--- src/rtl/can_pkg.sv ---
// constants, types and register map of the can bit timing and flag block
// assumes a 250 MHz sys_clk and a 32-bit axi4-lite register bus
package can_pkg;

	// register bus geometry
	localparam int ADDR_W = 8;
	localparam int DATA_W = 32;

	// register byte offsets
	localparam logic [7:0] OFS_CONTROL_ZERO = 8'h00;
	localparam logic [7:0] OFS_RECEIVER_FLAGS = 8'h04;
	localparam logic [7:0] OFS_RX_IRQ_EN = 8'h08;
	localparam logic [7:0] OFS_TX_FLAGS = 8'h0C;
	localparam logic [7:0] OFS_TX_IRQ_EN = 8'h10;
	localparam logic [7:0] OFS_CONTROL_ONE = 8'h14;
	localparam logic [7:0] OFS_BIT_TIMING = 8'h18;
	localparam logic [7:0] OFS_TIMING_STATUS = 8'h1C;

	// control_zero fields
	localparam int CZ_SLEEP_REQ = 1;
	localparam int CZ_WAKEUP_EN = 2;
	// control_one fields
	localparam int C1_FILTER_SEL = 2;
	localparam int C1_MODULE_EN = 7;

	// receiver_flags fields, receiver_irq_enables uses the same layout
	localparam int RF_RX_FULL = 0;
	localparam int RF_OVERRUN = 1;
	localparam int RF_TX_ERR_LO = 2;
	localparam int RF_RX_ERR_LO = 4;
	localparam int RF_STATUS_CHANGE = 6;
	localparam int RF_WAKEUP = 7;
	localparam logic [7:0] RX_IE_MASK = 8'hC3;

	// bit_timing fields
	localparam int BT_PRESC_LO = 0;
	localparam int BT_SEG1_LO = 8;
	localparam int BT_SEG2_LO = 12;
	// timing_status fields
	localparam int TS_MODE_LO = 0;
	localparam int TS_QUANTA_LO = 8;

	// reset values
	localparam logic [7:0] RST_CONTROL_ZERO = 8'h00;
	localparam logic [7:0] RST_CONTROL_ONE = 8'h00;
	localparam logic [7:0] RST_RECEIVER_FLAGS = 8'h00;
	localparam logic [7:0] RST_RX_IRQ_EN = 8'h00;
	localparam logic [2:0] RST_TX_IRQ_EN = 3'h0;
	localparam logic [2:0] RST_TX_SCHEDULED = 3'h0;
	localparam logic [12:0] RST_BIT_TIMING = 13'h0000;

	// bus responses
	localparam logic [1:0] RESP_OKAY = 2'h0;
	localparam logic [1:0] RESP_SLVERR = 2'h2;

	// segment decode: code n means n plus one quanta
	localparam logic [5:0] SEG_QUANTA_OFFSET = 6'h01;
	// the sync segment is always one quantum
	localparam logic [5:0] SYNC_QUANTA = 6'h01;

	// timing of the wake-up glitch filter
	localparam int CLK_MHZ = 250;
	localparam int WAKE_FILTER_NS = 1000;
	localparam int WAKE_FILTER_CYCLES = (WAKE_FILTER_NS * CLK_MHZ + 999) / 1000;

	// controller events coming from the protocol engine
	typedef struct packed {
		logic status_change;
		logic overrun;
		logic rx_full;
		logic [1:0] rx_err_state;
		logic [1:0] tx_err_state;
	} rx_events_type;

	// bit timing configuration
	typedef struct packed {
		logic [2:0] seg2_code;
		logic [3:0] seg1_code;
		logic [5:0] presc_code;
	} timing_cfg_type;

	// power modes, one-hot
	typedef enum logic [2:0] {
		MODE_DISABLED = 3'h1,
		MODE_RUN = 3'h2,
		MODE_SLEEP = 3'h4
	} mode_type;

endpackage

--- src/rtl/can_wake_filter.sv ---
// wake-up detector on the bus receive pin with optional glitch filter
// assumes the pin is asynchronous to sys_clk; low level is bus activity
`timescale 1ns/1ps
module can_wake_filter #(
	parameter int unsigned FILTER_CYCLES = can_pkg::WAKE_FILTER_CYCLES
)
(
	// clock and reset
	input wire logic sys_clk,
	input wire logic rst_n,
	input wire logic ce,
	// pin and control
	input wire logic rx_pin,
	input wire logic filter_en,
	input wire logic armed,
	// result
	output logic wake_pulse
);
	import can_pkg::*;

	localparam int CNT_W = $clog2(FILTER_CYCLES + 1);
	localparam logic [CNT_W-1:0] CNT_LAST = CNT_W'(FILTER_CYCLES - 1);

	logic rx_meta_q; // first synchroniser stage
	logic rx_sync_q; // second synchroniser stage
	logic [CNT_W-1:0] dom_cnt_q; // consecutive dominant cycles
	logic dominant; // bus shows activity

	// two-flop synchroniser for the pin
	always_ff @(posedge sys_clk)
	begin
		if (!rst_n)
		begin
			rx_meta_q <= 1'h1;
			rx_sync_q <= 1'h1;
		end
		else if (ce)
		begin
			rx_meta_q <= rx_pin;
			rx_sync_q <= rx_meta_q;
		end
	end

	assign dominant = !rx_sync_q;

	// length of the current dominant stretch
	always_ff @(posedge sys_clk)
	begin
		if (!rst_n)
			dom_cnt_q <= '0;
		else if (ce)
		begin
			if (!dominant || !armed)
				dom_cnt_q <= '0;
			else if (dom_cnt_q != CNT_LAST)
				dom_cnt_q <= dom_cnt_q + 1'h1;
		end
	end

	// raw or filtered activity raises the wake pulse
	always_ff @(posedge sys_clk)
	begin
		if (!rst_n)
			wake_pulse <= 1'h0;
		else if (ce)
		begin
			if (!armed)
				wake_pulse <= 1'h0;
			else if (filter_en)
				wake_pulse <= dominant && (dom_cnt_q == CNT_LAST);
			else
				wake_pulse <= dominant;
		end
	end

endmodule // can_wake_filter

--- src/rtl/can_bit_timing_flags.sv ---
// bit timing, receiver flags, wake-up and interrupts of a can controller
// assumes an axi4-lite master on sys_clk and event inputs on sys_clk;
// the bus receive pin is asynchronous and is synchronised here
//
// Design decision made here: the AXI4-Lite register port.
`timescale 1ns/1ps

// Function
// - seg2 code n gives n+1 quanta
// - seg1 code n gives n+1 quanta
// - bit is prescaler times one plus segments
// - flag clears by written one after condition
// - flag and own enable raise request
// - disabled after reset, registers still accessible
// - wake from sleep on bus activity
// - optional low-pass filter before wake detection
// - four requests, local enable and cpu mask
// - three buffers, empty flag when unscheduled
module can_bit_timing_flags #(
	parameter int unsigned FILTER_CYCLES = can_pkg::WAKE_FILTER_CYCLES
)
(
	// clock, reset, clock enable
	input wire logic sys_clk,
	input wire logic rst_n,
	input wire logic ce,
	// axi4-lite write address and data
	input wire logic [can_pkg::ADDR_W-1:0] s_axi_awaddr,
	input wire logic s_axi_awvalid,
	output logic s_axi_awready,
	input wire logic [can_pkg::DATA_W-1:0] s_axi_wdata,
	input wire logic [3:0] s_axi_wstrb,
	input wire logic s_axi_wvalid,
	output logic s_axi_wready,
	// axi4-lite write response
	output logic [1:0] s_axi_bresp,
	output logic s_axi_bvalid,
	input wire logic s_axi_bready,
	// axi4-lite read
	input wire logic [can_pkg::ADDR_W-1:0] s_axi_araddr,
	input wire logic s_axi_arvalid,
	output logic s_axi_arready,
	output logic [can_pkg::DATA_W-1:0] s_axi_rdata,
	output logic [1:0] s_axi_rresp,
	output logic s_axi_rvalid,
	input wire logic s_axi_rready,
	// can side
	input wire logic bus_receive_input,
	input can_pkg::rx_events_type rx_events,
	input wire logic [2:0] tx_done,
	input wire logic cpu_irq_mask,
	// timing and mode
	output logic bit_tick,
	output logic sample_tick,
	output logic module_active,
	output logic sleep_ack,
	output logic [2:0] tx_request,
	// interrupts
	output logic wakeup_irq,
	output logic error_irq,
	output logic receive_irq,
	output logic transmit_irq,
	output logic irq
);
	import can_pkg::*;

	// write channel holding state
	logic aw_full_q; // address captured
	logic w_full_q; // data captured
	logic [ADDR_W-1:0] wr_addr_q;
	logic [DATA_W-1:0] wr_data_q;
	logic [3:0] wr_strb_q;
	logic wr_en; // write takes effect this cycle
	logic wr_hit; // write address is mapped
	logic [7:0] wr_word; // write address, word aligned
	logic [7:0] rd_word; // read address, word aligned
	logic [DATA_W-1:0] rd_mux; // read data before the register
	logic rd_hit; // read address is mapped

	// software registers
	logic [7:0] control_zero_q;
	logic [7:0] control_one_q;
	logic [7:0] rx_irq_en_q;
	logic [2:0] tx_irq_en_q;
	timing_cfg_type timing_q;

	// flags
	logic [3:0] flag_q; // wake, status change, overrun, rx full
	logic [3:0] flag_set; // hardware set this cycle
	logic [3:0] flag_clr; // software one written this cycle
	logic [7:0] receiver_flags; // register view
	logic [2:0] tx_sched_q; // buffers waiting to be sent
	logic [2:0] tx_empty; // empty flags
	logic [2:0] sched_wr; // software schedules buffers

	// mode and timing
	mode_type mode_q;
	logic wake_pulse; // activity seen while armed
	logic wake_evt; // wake that leaves sleep
	logic [5:0] tq_cnt_q; // clocks inside one quantum
	logic [4:0] q_cnt_q; // quantum index in the bit
	logic [4:0] bit_quanta; // quanta in one bit
	logic [4:0] sample_q_idx; // last quantum of seg1
	logic tq_tick; // end of a quantum

	// word aligned addresses
	assign wr_word = {wr_addr_q[7:2], 2'h0};
	assign rd_word = {s_axi_araddr[7:2], 2'h0};

	// a write completes once address and data are both in
	assign wr_en = aw_full_q && w_full_q && !s_axi_bvalid;

	// mapped offsets
	always_comb
	begin
		case (wr_word)
			OFS_CONTROL_ZERO, OFS_RECEIVER_FLAGS, OFS_RX_IRQ_EN,
			OFS_TX_FLAGS, OFS_TX_IRQ_EN, OFS_CONTROL_ONE,
			OFS_BIT_TIMING, OFS_TIMING_STATUS: wr_hit = 1'h1;
			default: wr_hit = 1'h0;
		endcase
	end

	// address and data channels taken in either order
	always_ff @(posedge sys_clk)
	begin
		if (!rst_n)
		begin
			s_axi_awready <= 1'h1;
			s_axi_wready <= 1'h1;
			aw_full_q <= 1'h0;
			w_full_q <= 1'h0;
			wr_addr_q <= '0;
			wr_data_q <= '0;
			wr_strb_q <= 4'h0;
		end
		else if (ce)
		begin
			// capture address
			if (s_axi_awvalid && s_axi_awready)
			begin
				wr_addr_q <= s_axi_awaddr;
				aw_full_q <= 1'h1;
				s_axi_awready <= 1'h0;
			end
			// capture data
			if (s_axi_wvalid && s_axi_wready)
			begin
				wr_data_q <= s_axi_wdata;
				wr_strb_q <= s_axi_wstrb;
				w_full_q <= 1'h1;
				s_axi_wready <= 1'h0;
			end
			// write performed, free the holders
			if (wr_en)
			begin
				aw_full_q <= 1'h0;
				w_full_q <= 1'h0;
			end
			// response taken, accept the next write
			if (s_axi_bvalid && s_axi_bready)
			begin
				s_axi_awready <= 1'h1;
				s_axi_wready <= 1'h1;
			end
		end
	end

	// write response
	always_ff @(posedge sys_clk)
	begin
		if (!rst_n)
		begin
			s_axi_bvalid <= 1'h0;
			s_axi_bresp <= RESP_OKAY;
		end
		else if (ce)
		begin
			if (wr_en)
			begin
				s_axi_bvalid <= 1'h1;
				s_axi_bresp <= wr_hit ? RESP_OKAY : RESP_SLVERR;
			end
			else if (s_axi_bready)
				s_axi_bvalid <= 1'h0;
		end
	end

	// control and enable registers, low byte lane
	always_ff @(posedge sys_clk)
	begin
		if (!rst_n)
		begin
			control_zero_q <= RST_CONTROL_ZERO;
			control_one_q <= RST_CONTROL_ONE;
			rx_irq_en_q <= RST_RX_IRQ_EN;
			tx_irq_en_q <= RST_TX_IRQ_EN;
		end
		else if (ce)
		begin
			if (wr_en && wr_strb_q[0])
			begin
				if (wr_word == OFS_CONTROL_ZERO)
					control_zero_q <= wr_data_q[7:0];
				if (wr_word == OFS_CONTROL_ONE)
					control_one_q <= wr_data_q[7:0];
				if (wr_word == OFS_RX_IRQ_EN)
					rx_irq_en_q <= wr_data_q[7:0] & RX_IE_MASK;
				if (wr_word == OFS_TX_IRQ_EN)
					tx_irq_en_q <= wr_data_q[2:0];
			end
			// a wake from sleep drops the request
			if (wake_evt)
				control_zero_q[CZ_SLEEP_REQ] <= 1'h0;
		end
	end

	// bit timing register, two byte lanes
	always_ff @(posedge sys_clk)
	begin
		if (!rst_n)
			timing_q <= RST_BIT_TIMING;
		else if (ce && wr_en && wr_word == OFS_BIT_TIMING)
		begin
			if (wr_strb_q[0])
				timing_q.presc_code <= wr_data_q[BT_PRESC_LO +: 6];
			if (wr_strb_q[1])
			begin
				timing_q.seg1_code <= wr_data_q[BT_SEG1_LO +: 4];
				timing_q.seg2_code <= wr_data_q[BT_SEG2_LO +: 3];
			end
		end
	end

	// sticky receiver flags; one written clears, a set in the same cycle wins
	assign flag_set = {wake_evt, rx_events.status_change,
		rx_events.overrun, rx_events.rx_full};
	assign flag_clr = (wr_en && wr_strb_q[0] && wr_word == OFS_RECEIVER_FLAGS)
		? {wr_data_q[RF_WAKEUP], wr_data_q[RF_STATUS_CHANGE],
		wr_data_q[RF_OVERRUN], wr_data_q[RF_RX_FULL]} : 4'h0;

	always_ff @(posedge sys_clk)
	begin
		if (!rst_n)
			flag_q <= 4'h0;
		else if (ce)
			// clear ignored while the setting condition holds
			flag_q <= flag_set | (flag_q & ~flag_clr);
	end

	// register view of the receiver flags
	assign receiver_flags = {flag_q[3], flag_q[2], rx_events.rx_err_state,
		rx_events.tx_err_state, flag_q[1], flag_q[0]};

	// writing one to an empty flag schedules that buffer
	assign sched_wr = (wr_en && wr_strb_q[0] && wr_word == OFS_TX_FLAGS)
		? wr_data_q[2:0] : 3'h0;

	// transmit buffers; a finished send empties, and wins over a schedule
	always_ff @(posedge sys_clk)
	begin
		if (!rst_n)
			tx_sched_q <= RST_TX_SCHEDULED;
		else if (ce)
			tx_sched_q <= (tx_sched_q | sched_wr) & ~tx_done;
	end

	assign tx_empty = ~tx_sched_q;

	// power mode sequencer
	always_ff @(posedge sys_clk)
	begin
		if (!rst_n)
			mode_q <= MODE_DISABLED;
		else if (ce)
		begin
			case (mode_q)
				MODE_DISABLED:
					if (control_one_q[C1_MODULE_EN])
						mode_q <= MODE_RUN;
				MODE_RUN:
					if (!control_one_q[C1_MODULE_EN])
						mode_q <= MODE_DISABLED;
					else if (control_zero_q[CZ_SLEEP_REQ])
						mode_q <= MODE_SLEEP;
				MODE_SLEEP:
					if (!control_one_q[C1_MODULE_EN])
						mode_q <= MODE_DISABLED;
					else if (wake_evt || !control_zero_q[CZ_SLEEP_REQ])
						mode_q <= MODE_RUN;
				default:
					mode_q <= MODE_DISABLED;
			endcase
		end
	end

	// wake-up detection on the receive pin
	can_wake_filter #(
		.FILTER_CYCLES(FILTER_CYCLES)
	) u_wake (
		.sys_clk(sys_clk),
		.rst_n(rst_n),
		.ce(ce),
		.rx_pin(bus_receive_input),
		.filter_en(control_one_q[C1_FILTER_SEL]),
		.armed(mode_q == MODE_SLEEP && control_zero_q[CZ_WAKEUP_EN]),
		.wake_pulse(wake_pulse)
	);

	// wake counts only while still asleep
	assign wake_evt = wake_pulse && mode_q == MODE_SLEEP;

	// quanta per bit: sync plus both decoded segments
	assign bit_quanta = 5'(SYNC_QUANTA
		+ ({2'h0, timing_q.seg1_code} + SEG_QUANTA_OFFSET)
		+ ({3'h0, timing_q.seg2_code} + SEG_QUANTA_OFFSET));
	// index of the last seg1 quantum
	assign sample_q_idx = 5'({2'h0, timing_q.seg1_code} + SEG_QUANTA_OFFSET);
	assign tq_tick = tq_cnt_q == timing_q.presc_code;

	// prescaler: one quantum is presc_code+1 clocks, held at zero unless running
	always_ff @(posedge sys_clk)
	begin
		if (!rst_n)
			tq_cnt_q <= 6'h00;
		else if (ce)
		begin
			if (mode_q != MODE_RUN || tq_tick)
				tq_cnt_q <= 6'h00;
			else
				tq_cnt_q <= tq_cnt_q + 6'h01;
		end
	end

	// quantum counter and bit strobes
	always_ff @(posedge sys_clk)
	begin
		if (!rst_n)
		begin
			q_cnt_q <= 5'h00;
			bit_tick <= 1'h0;
			sample_tick <= 1'h0;
		end
		else if (ce)
		begin
			bit_tick <= 1'h0;
			sample_tick <= 1'h0;
			if (mode_q != MODE_RUN)
				q_cnt_q <= 5'h00;
			else if (tq_tick)
			begin
				// sample point after sync and seg1
				if (q_cnt_q == sample_q_idx)
					sample_tick <= 1'h1;
				if (q_cnt_q >= bit_quanta - 5'h01)
				begin
					q_cnt_q <= 5'h00;
					bit_tick <= 1'h1;
				end
				else
					q_cnt_q <= q_cnt_q + 5'h01;
			end
		end
	end

	// mode, buffer and interrupt outputs
	always_ff @(posedge sys_clk)
	begin
		if (!rst_n)
		begin
			module_active <= 1'h0;
			sleep_ack <= 1'h0;
			tx_request <= 3'h0;
			wakeup_irq <= 1'h0;
			error_irq <= 1'h0;
			receive_irq <= 1'h0;
			transmit_irq <= 1'h0;
			irq <= 1'h0;
		end
		else if (ce)
		begin
			module_active <= mode_q == MODE_RUN;
			sleep_ack <= mode_q == MODE_SLEEP;
			tx_request <= tx_sched_q;
			// each request needs flag, own enable and an open cpu mask
			wakeup_irq <= !cpu_irq_mask
				&& flag_q[3] && rx_irq_en_q[RF_WAKEUP];
			error_irq <= !cpu_irq_mask
				&& ((flag_q[2] && rx_irq_en_q[RF_STATUS_CHANGE])
				|| (flag_q[1] && rx_irq_en_q[RF_OVERRUN]));
			receive_irq <= !cpu_irq_mask
				&& flag_q[0] && rx_irq_en_q[RF_RX_FULL];
			transmit_irq <= !cpu_irq_mask
				&& |(tx_empty & tx_irq_en_q);
			irq <= !cpu_irq_mask
				&& (|(flag_q & {rx_irq_en_q[RF_WAKEUP],
				rx_irq_en_q[RF_STATUS_CHANGE], rx_irq_en_q[RF_OVERRUN],
				rx_irq_en_q[RF_RX_FULL]}) || |(tx_empty & tx_irq_en_q));
		end
	end

	// read data selection, reachable in every mode
	always_comb
	begin
		rd_mux = '0;
		rd_hit = 1'h1;
		case (rd_word)
			OFS_CONTROL_ZERO: rd_mux[7:0] = control_zero_q;
			OFS_RECEIVER_FLAGS: rd_mux[7:0] = receiver_flags;
			OFS_RX_IRQ_EN: rd_mux[7:0] = rx_irq_en_q;
			OFS_TX_FLAGS: rd_mux[2:0] = tx_empty;
			OFS_TX_IRQ_EN: rd_mux[2:0] = tx_irq_en_q;
			OFS_CONTROL_ONE: rd_mux[7:0] = control_one_q;
			OFS_BIT_TIMING:
			begin
				rd_mux[BT_PRESC_LO +: 6] = timing_q.presc_code;
				rd_mux[BT_SEG1_LO +: 4] = timing_q.seg1_code;
				rd_mux[BT_SEG2_LO +: 3] = timing_q.seg2_code;
			end
			OFS_TIMING_STATUS:
			begin
				rd_mux[TS_MODE_LO +: 3] = mode_q;
				rd_mux[TS_QUANTA_LO +: 5] = bit_quanta;
			end
			default: rd_hit = 1'h0;
		endcase
	end

	// read channel, one read at a time
	always_ff @(posedge sys_clk)
	begin
		if (!rst_n)
		begin
			s_axi_arready <= 1'h1;
			s_axi_rvalid <= 1'h0;
			s_axi_rdata <= '0;
			s_axi_rresp <= RESP_OKAY;
		end
		else if (ce)
		begin
			if (s_axi_arvalid && s_axi_arready)
			begin
				s_axi_arready <= 1'h0;
				s_axi_rvalid <= 1'h1;
				s_axi_rdata <= rd_mux;
				s_axi_rresp <= rd_hit ? RESP_OKAY : RESP_SLVERR;
			end
			else if (s_axi_rvalid && s_axi_rready)
			begin
				s_axi_rvalid <= 1'h0;
				s_axi_arready <= 1'h1;
			end
		end
	end

endmodule // can_bit_timing_flags

--- config.mk ---
export PLATFORM = sky130hd
export DESIGN_NAME = can_bit_timing_flags
export DESIGN_NICKNAME = d
export VERILOG_FILES = /design/src/rtl/can_pkg.sv /design/src/rtl/can_wake_filter.sv /design/src/rtl/can_bit_timing_flags.sv
export SDC_FILE = /design/constraint.sdc
export NUM_CORES = 1
export LEC_CHECK = 0
export ABC_AREA = 1
export BUFFER_PORTS_ARGS = -buffer_cell sky130_fd_sc_hd__buf_2
export CORE_ASPECT_RATIO = 2
export CORE_MARGIN = 10
export CORE_UTILIZATION = 60
export DETAILED_ROUTE_END_ITERATION = 7
export GPL_ROUTABILITY_DRIVEN = 0
export GPL_TIMING_DRIVEN = 0
export PLACE_DENSITY = 0.88
export REMOVE_ABC_BUFFERS = 1
export SLEW_MARGIN = 20
export SYNTH_ARGS = -nofsm -noshare
export SYNTH_HDL_FRONTEND = slang
export SYNTH_SLANG_ARGS = --single-unit
--- constraint.sdc ---
create_clock -name sys_clk -period 4.95 [get_ports sys_clk]
set_input_delay 0 -clock sys_clk [delete_from_list [all_inputs] [get_ports sys_clk]]
set_output_delay 0 -clock sys_clk [all_outputs]
set_load 0.02 [all_outputs]
== After elaboration in Yosys (flattened, before gate mapping) ==
Memory sizes are Yosys's and may differ from the RTL's. A register that Yosys moved wholly into a read port is not among the register bits.
Index checks and enable logic that the tools add are counted.

* Output and inout bits: 53
* Bits in read-only memories: 32
* Word-level logic and storage cells: 203
* Flip-flop bits (word level): 131
* Memories: 1

* Add/sub/neg operators: 8
* Equal/unequal tests: 24
* $lt $le $gt $ge: 1
* Reduce and logical (&&, ||, !) cells: 70
* Multiplexer cells: 50
* Bitwise gates (word level): 9

{| class="wikitable"
|+ Memory list
! name !! words !! width !! rd ports !! clocked after Yosys merged registers in !! wr ports !! RTL line !! text
|-
| (name not given) || 32 || 1 || 1 || 1 || 0 || can_bit_timing_flags.sv:116 || <nowiki>case (wr_word)</nowiki>
|}

{| class="wikitable"
|+ Operators with widths
! operator !! number
|-
| $eq A6 B3 Y1 const B || 7
|-
| $reduce_and A2 Y1 || 14
|-
| $mux W1 || 25
|-
| $mux W5 || 5
|-
| $eq A6 B2 Y1 const B || 4
|-
| $logic_and A1 B1 Y1 || 24
|-
| $pmux W3 S8 || 1
|-
| $reduce_bool A2 Y1 || 10
|-
| $mux W3 || 6
|-
| $logic_not A8 Y1 || 2
|-
| $mux W8 || 2
|-
| $reduce_and A3 Y1 || 5
|-
| $eq A6 B1 Y1 const B || 2
|-
| $pmux W3 S4 || 1
|-
| $mux W2 || 5
|-
| $pmux W5 S2 || 1
|-
| $pmux W3 S3 || 1
|-
| $add A8 B1 Y8 const B || 1
|-
| $and A4 B4 Y4 || 2
|-
| $eq A8 B8 Y1 const B || 1
|-
| $ne A8 B8 Y1 const B || 1
|-
| $pmux W2 S4 || 1
|-
| $reduce_or A8 Y1 || 1
|-
| $add A6 B1 Y6 const B || 1
|-
| other kinds (28) || 39
|}

== Longest topological paths before layout ==
* Depth after elaboration: 8
* Mapped depth: 21

== Cells and area by module ==
Synthesis repeated with hierarchy kept, for this count alone.

* Cell total of the unflattened synthesis: 884
* Area total of the unflattened synthesis: 6386.1 sq um

{| class="wikitable"
|+ Modules (own cells, without submodules)
! module !! instances !! area each (sq um) !! seq. area each (sq um) !! cells an instance
|-
| can_bit_timing_flags || 1 || 5741.8 || 2322.2 || 787
|-
| can_wake_filter || 1 || 644.4 || 220.2 || 97
|}

== Least setup slack after synthesis ==
No wires, ideal clock.

* Kind: reg-to-reg
* Start: reg timing_q[6] (netlist name)
* End: reg q_cnt_q[0]
* Cell stages (with the launch flop): 21
* Library setup time: 0.064 ns
* Clock period less this slack: 2.960 ns
* Data required time: 4.886 ns
* Setup slack: 1.990 ns
* Data arrival time: 2.896 ns
* Cells stage by stage: dfxtp_1 -> ha_1 -> inv_1 -> ha_1 -> inv_1 -> ha_1 -> inv_1 -> fa_1 -> xnor2_1 -> nor2_1 -> xor2_1 -> ha_1 -> nand2_1 -> inv_1 -> o21ai_0 -> nand2_1 -> nor2_1 -> nand3_1 -> nand2_1 -> nand2_1 -> nor2_1

* Longest elaborated chain between the ends: 8

{| class="wikitable"
|+ Ends and longest elaborated chain
! what !! RTL line !! text
|-
| start, declared || can_bit_timing_flags.sv:85 || <nowiki>timing_cfg_type timing_q;</nowiki>
|-
| $add A4 B1 Y5 || can_bit_timing_flags.sv:315 || <nowiki>+ ({2'h0, timing_q.seg1_code} + SEG_QUANTA_OFFSET)</nowiki>
|-
| $add A1 B5 Y5 || can_bit_timing_flags.sv:315 ||
|-
| $add A5 B4 Y5 || can_bit_timing_flags.sv:316 || <nowiki>+ ({3'h0, timing_q.seg2_code} + SEG_QUANTA_OFFSET));</nowiki>
|-
| $sub A5 B1 Y5 || can_bit_timing_flags.sv:355 || <nowiki>if (q_cnt_q >= bit_quanta - 5'h01)</nowiki>
|-
| $ge A5 B5 Y1 || can_bit_timing_flags.sv:355 ||
|-
| $mux W5 || can_bit_timing_flags.sv:355 ||
|-
| $mux W5 || can_bit_timing_flags.sv:350 || <nowiki>else if (tq_tick)</nowiki>
|-
| $mux W5 || can_bit_timing_flags.sv:348 || <nowiki>if (mode_q != MODE_RUN)</nowiki>
|-
| end signal, assigned || can_bit_timing_flags.sv:361 || <nowiki>q_cnt_q <= q_cnt_q + 5'h01;</nowiki>
|-
| end, declared || can_bit_timing_flags.sv:101 || <nowiki>logic [4:0] q_cnt_q;</nowiki>
|}

No other way between the ends. The select of a mux whose other input is x is not followed.
A chain may end at the register's enable or synchronous reset.

== Final worst setup path ==
Same ends and word-level chain as after synthesis.

==> reports/metrics.csv <==
stage,metric,value,unit
outcome,status,"complete, no violations",
setup_path,Crit. End Element,flop,
cells_and_area,Layout Cells excl Fill,1149,
detailed_routing,drt wl/cell,15.60,um
timing,fin. max-slew vios,0,
power_and_ir_drop,VDD IR max,0.0004095,V
floorplanning,die width,92.16,um
clocking,clock root cell,clkbuf_16,
clocking,CTS Buf Count,17,
grt,GRT Total Usage,23.66,%
grt,global-route wire length before repair,29.17,mm
placement,dpl cell area,0.006633,mm2
grt,largest net degree at the start of global routing,77,
cells_and_area,"commonest cells after routing, fill and taps aside","209 x nand2_1, 127 x dfxtp_1, 103 x nor2_1",
logic_synthesis,synth top area cells,"dfxtp_1 41%, nand2_1 13%, a21oi_1 6.4%",
clocking,Post-CTS Setup Bufs,0,
logic_synthesis,ys async rst share,0,%
setup_path,startpoint types,flop,
timing,fin crit share,69.07,%
floorplanning,Core Rows,52,
timing,clock skew,0.009089,ns
timing,Final Hold Viols,0,
grt,initial antenna violation count,0,
clocking,cts hold-fix bufs,37,
detailed_routing,DRC violations left,0,
placement,port bufs,82,
timing,Rel. slew slack,42.89,%
detailed_routing,DRT Wirelength,17.93,mm
cells_and_area,fill count,796,
power_and_ir_drop,Comb power frac,10.2,%
setup_path,critical path type,reg2reg,
setup_path,"reg-to-reg slack, setup",1.53,ns
detailed_routing,1st-iter DRT viols,501,
timing,RSZ-0062 raised after global routing,no,
floorplanning,Starting Density,61.56,%
floorplanning,die area,0.01514,mm2
placement,post-DP HPWL,11.97,mm
logic_synthesis,number of flops mapped to enable cells by yosys,0,
setup_path,critical path required time,5.31,ns
clocking,"Reg clk slew, reported paths",0.06,ns
timing,# setup viols final,0,
cells_and_area,area delta synth->final,21.89,%
floorplanning,die height,164.3,um
power_and_ir_drop,Int Pwr,0.002003,W
timing,Slew @ Worst Pin,0.8554,ns
power_and_ir_drop,Pleak,3.456,nW
clocking,number of gates resized after CTS,0,
grt,GRT overflow,0,
power_and_ir_drop,Total Power,0.002649,W
timing,final setup TNS,0,ns
clocking,clk buf depth,2,
logic_synthesis,area share of the largest cell type after synthesis,40.69,%
detailed_routing,Antenna Nets Post-Route,0,
logic_synthesis,Synth area leader,dfxtp_1,
cells_and_area,NumNets Final,1093,
logic_synthesis,Yosys warning count,0,
cells_and_area,cell area after layout,0.007616,mm2
power_and_ir_drop,Pwr Density,347.9,mW/mm2
logic_synthesis,Mapped Avg Cell Area,6.989,um2
power_and_ir_drop,sw frac,24.38,%
detailed_routing,vias after detailed routing,6415,
worst_hold_path,worst hold path class,in2reg,
clocking,TritonCTS clock tree,done,
timing,Final min period,3.419,ns
power_and_ir_drop,clock share of power,48.5,%
detailed_routing,Vias/cell,5.583,
clocking,clk sink count,127,
setup_path,worst-path maximum fanout,5,
logic_synthesis,top_reg_cell synth,dfxtp_1,
floorplanning,Core Area,0.01015,mm2
cells_and_area,final core occ,75.04,%
detailed_routing,Pre-antenna DRT Iters,7,
logic_synthesis,synth unique cells,40,
setup_path,WP data arrival,3.77,ns
clocking,H-Tree Depth,4,
floorplanning,Ports,125,
logic_synthesis,mapped cell area,0.006248,mm2
flow_run,Max-Cap Viols,0,
power_and_ir_drop,sequential share of power,41.3,%
cells_and_area,layout cells sized above 1,13.31,%
logic_synthesis,Post-Synthesis Cells,894,
cells_and_area,Antenna Cells,0,
grt,vias in the first global route,6375,
logic_synthesis,#FFs+latches synth,127,
cells_and_area,"most common cell after layout, fill and taps aside",nand2_1,
clocking,Skew-Pair Late Insertion Delay,0.42,ns
placement,DP Cell Count,1082,
logic_synthesis,register area share after synthesis,40.69,%
power_and_ir_drop,Net Switching,0.0006459,W
timing,Max Freq,292.5,MHz
## critical path, cell delays in order (launching register included)
cell	delay, ns
dfxtp_1	0.42
ha_1	0.23
nand2_1	0.09
nand2_1	0.09
inv_1	0.06
ha_1	0.29
inv_1	0.06
fa_1	0.43
xnor2_1	0.33
nor2_1	0.09
xor2_1	0.17
ha_1	0.29
nand2_1	0.08
inv_1	0.05
o21ai_0	0.06
nand2_1	0.08
nor2_1	0.17
nand3_1	0.13
nand2_1	0.07
nand2_1	0.04
nor2_1	0.10
## power groups by stage
stage          sequential [W]  combinational, W  clock [W]
2_1_floorplan         0.00112          0.000145          0
3_3_place_gp          0.00111          0.000227          0
3_5_place_dp          0.00111          0.000234          0
4_1_cts               0.00109          0.000262    0.00128
5_1_grt               0.00110          0.000297    0.00134
6_report              0.00109          0.000270    0.00129
## flip-flops by register name, indices dropped and copies added, names as in the netlist, 5 cells and up
name              flops
wr_data_q            15
u_wake.dom_cnt_q      8
tq_cnt_q              6
control_one_q         8
timing_q             13
q_cnt_q               5
wr_addr_q             6
s_axi_rdata          15
control_zero_q        8
## layer usage
metal	vias up	routed length, um	GRT usage (%)
met5	-	0	0
met4	0	971	17.63
met3	70	1152	6.264
met2	295	9677	42.97
met1	2956	6126	21.90
li1	3094	-	-
## Yosys cell counts (6+ instances only)
| cell | count |
|---|---|
| a211oi_1 | 6 |
| a21oi_1 | 80 |
| buf_2 | 8 |
| buf_4 | 21 |
| clkbuf_1 | 16 |
| dfxtp_1 | 127 |
| ha_1 | 17 |
| inv_1 | 90 |
| nand2_1 | 209 |
| nand3_1 | 62 |
| nand4_1 | 16 |
| nor2_1 | 103 |
| nor2_2 | 9 |
| nor3_1 | 7 |
| o21ai_0 | 63 |
| o21ai_1 | 6 |
| xor2_1 | 13 |
## per-stage QoR
step	setup WS (ns)	hold WS [ns]
floorplan	1.993	0.06894
global placement	1.610	0.2244
detailed placement	1.594	0.2269
CTS	1.552	0.03297
global route	1.134	0.05709
finish	1.531	0.03400
## logic make-up (layout without fill, tap and decap cells)
group	Yosys count	after routing	synth area share, %
compound gates	167	167	14.14
xor+xnor	17	17	2.383
fa+ha+maj	18	18	3.724
buf+inv	143	245	10.01
flops	127	127	40.69
other cells	1	19	0.06001
simple gates	421	421	28.99
## final cells by class
| type | instances | area (um2) | share of cell area, % |
|---|---|---|---|
| Multi-Input combinational cell | 642 | 3153 | 41.40 |
| Sequential cell | 127 | 2542 | 33.38 |
| Timing Repair Buffer | 119 | 783.3 | 10.28 |
| Clock buffer | 25 | 505.5 | 6.637 |
| Inverter | 96 | 360.3 | 4.731 |
| Tap cell | 135 | 168.9 | 2.218 |
| Clock inverter | 5 | 102.6 | 1.347 |
## final timing paths
check	startpoint	endpoint	depth (start not counted)
max	timing_q[6]	q_cnt_q[0]	20
min	s_axi_araddr[6]	s_axi_rresp[1]	3
max reg2reg	timing_q[6]	q_cnt_q[0]	20
min reg2reg	u_wake.rx_meta_q	u_wake.rx_meta_q	2
Power figures use the tool's default switching activity.
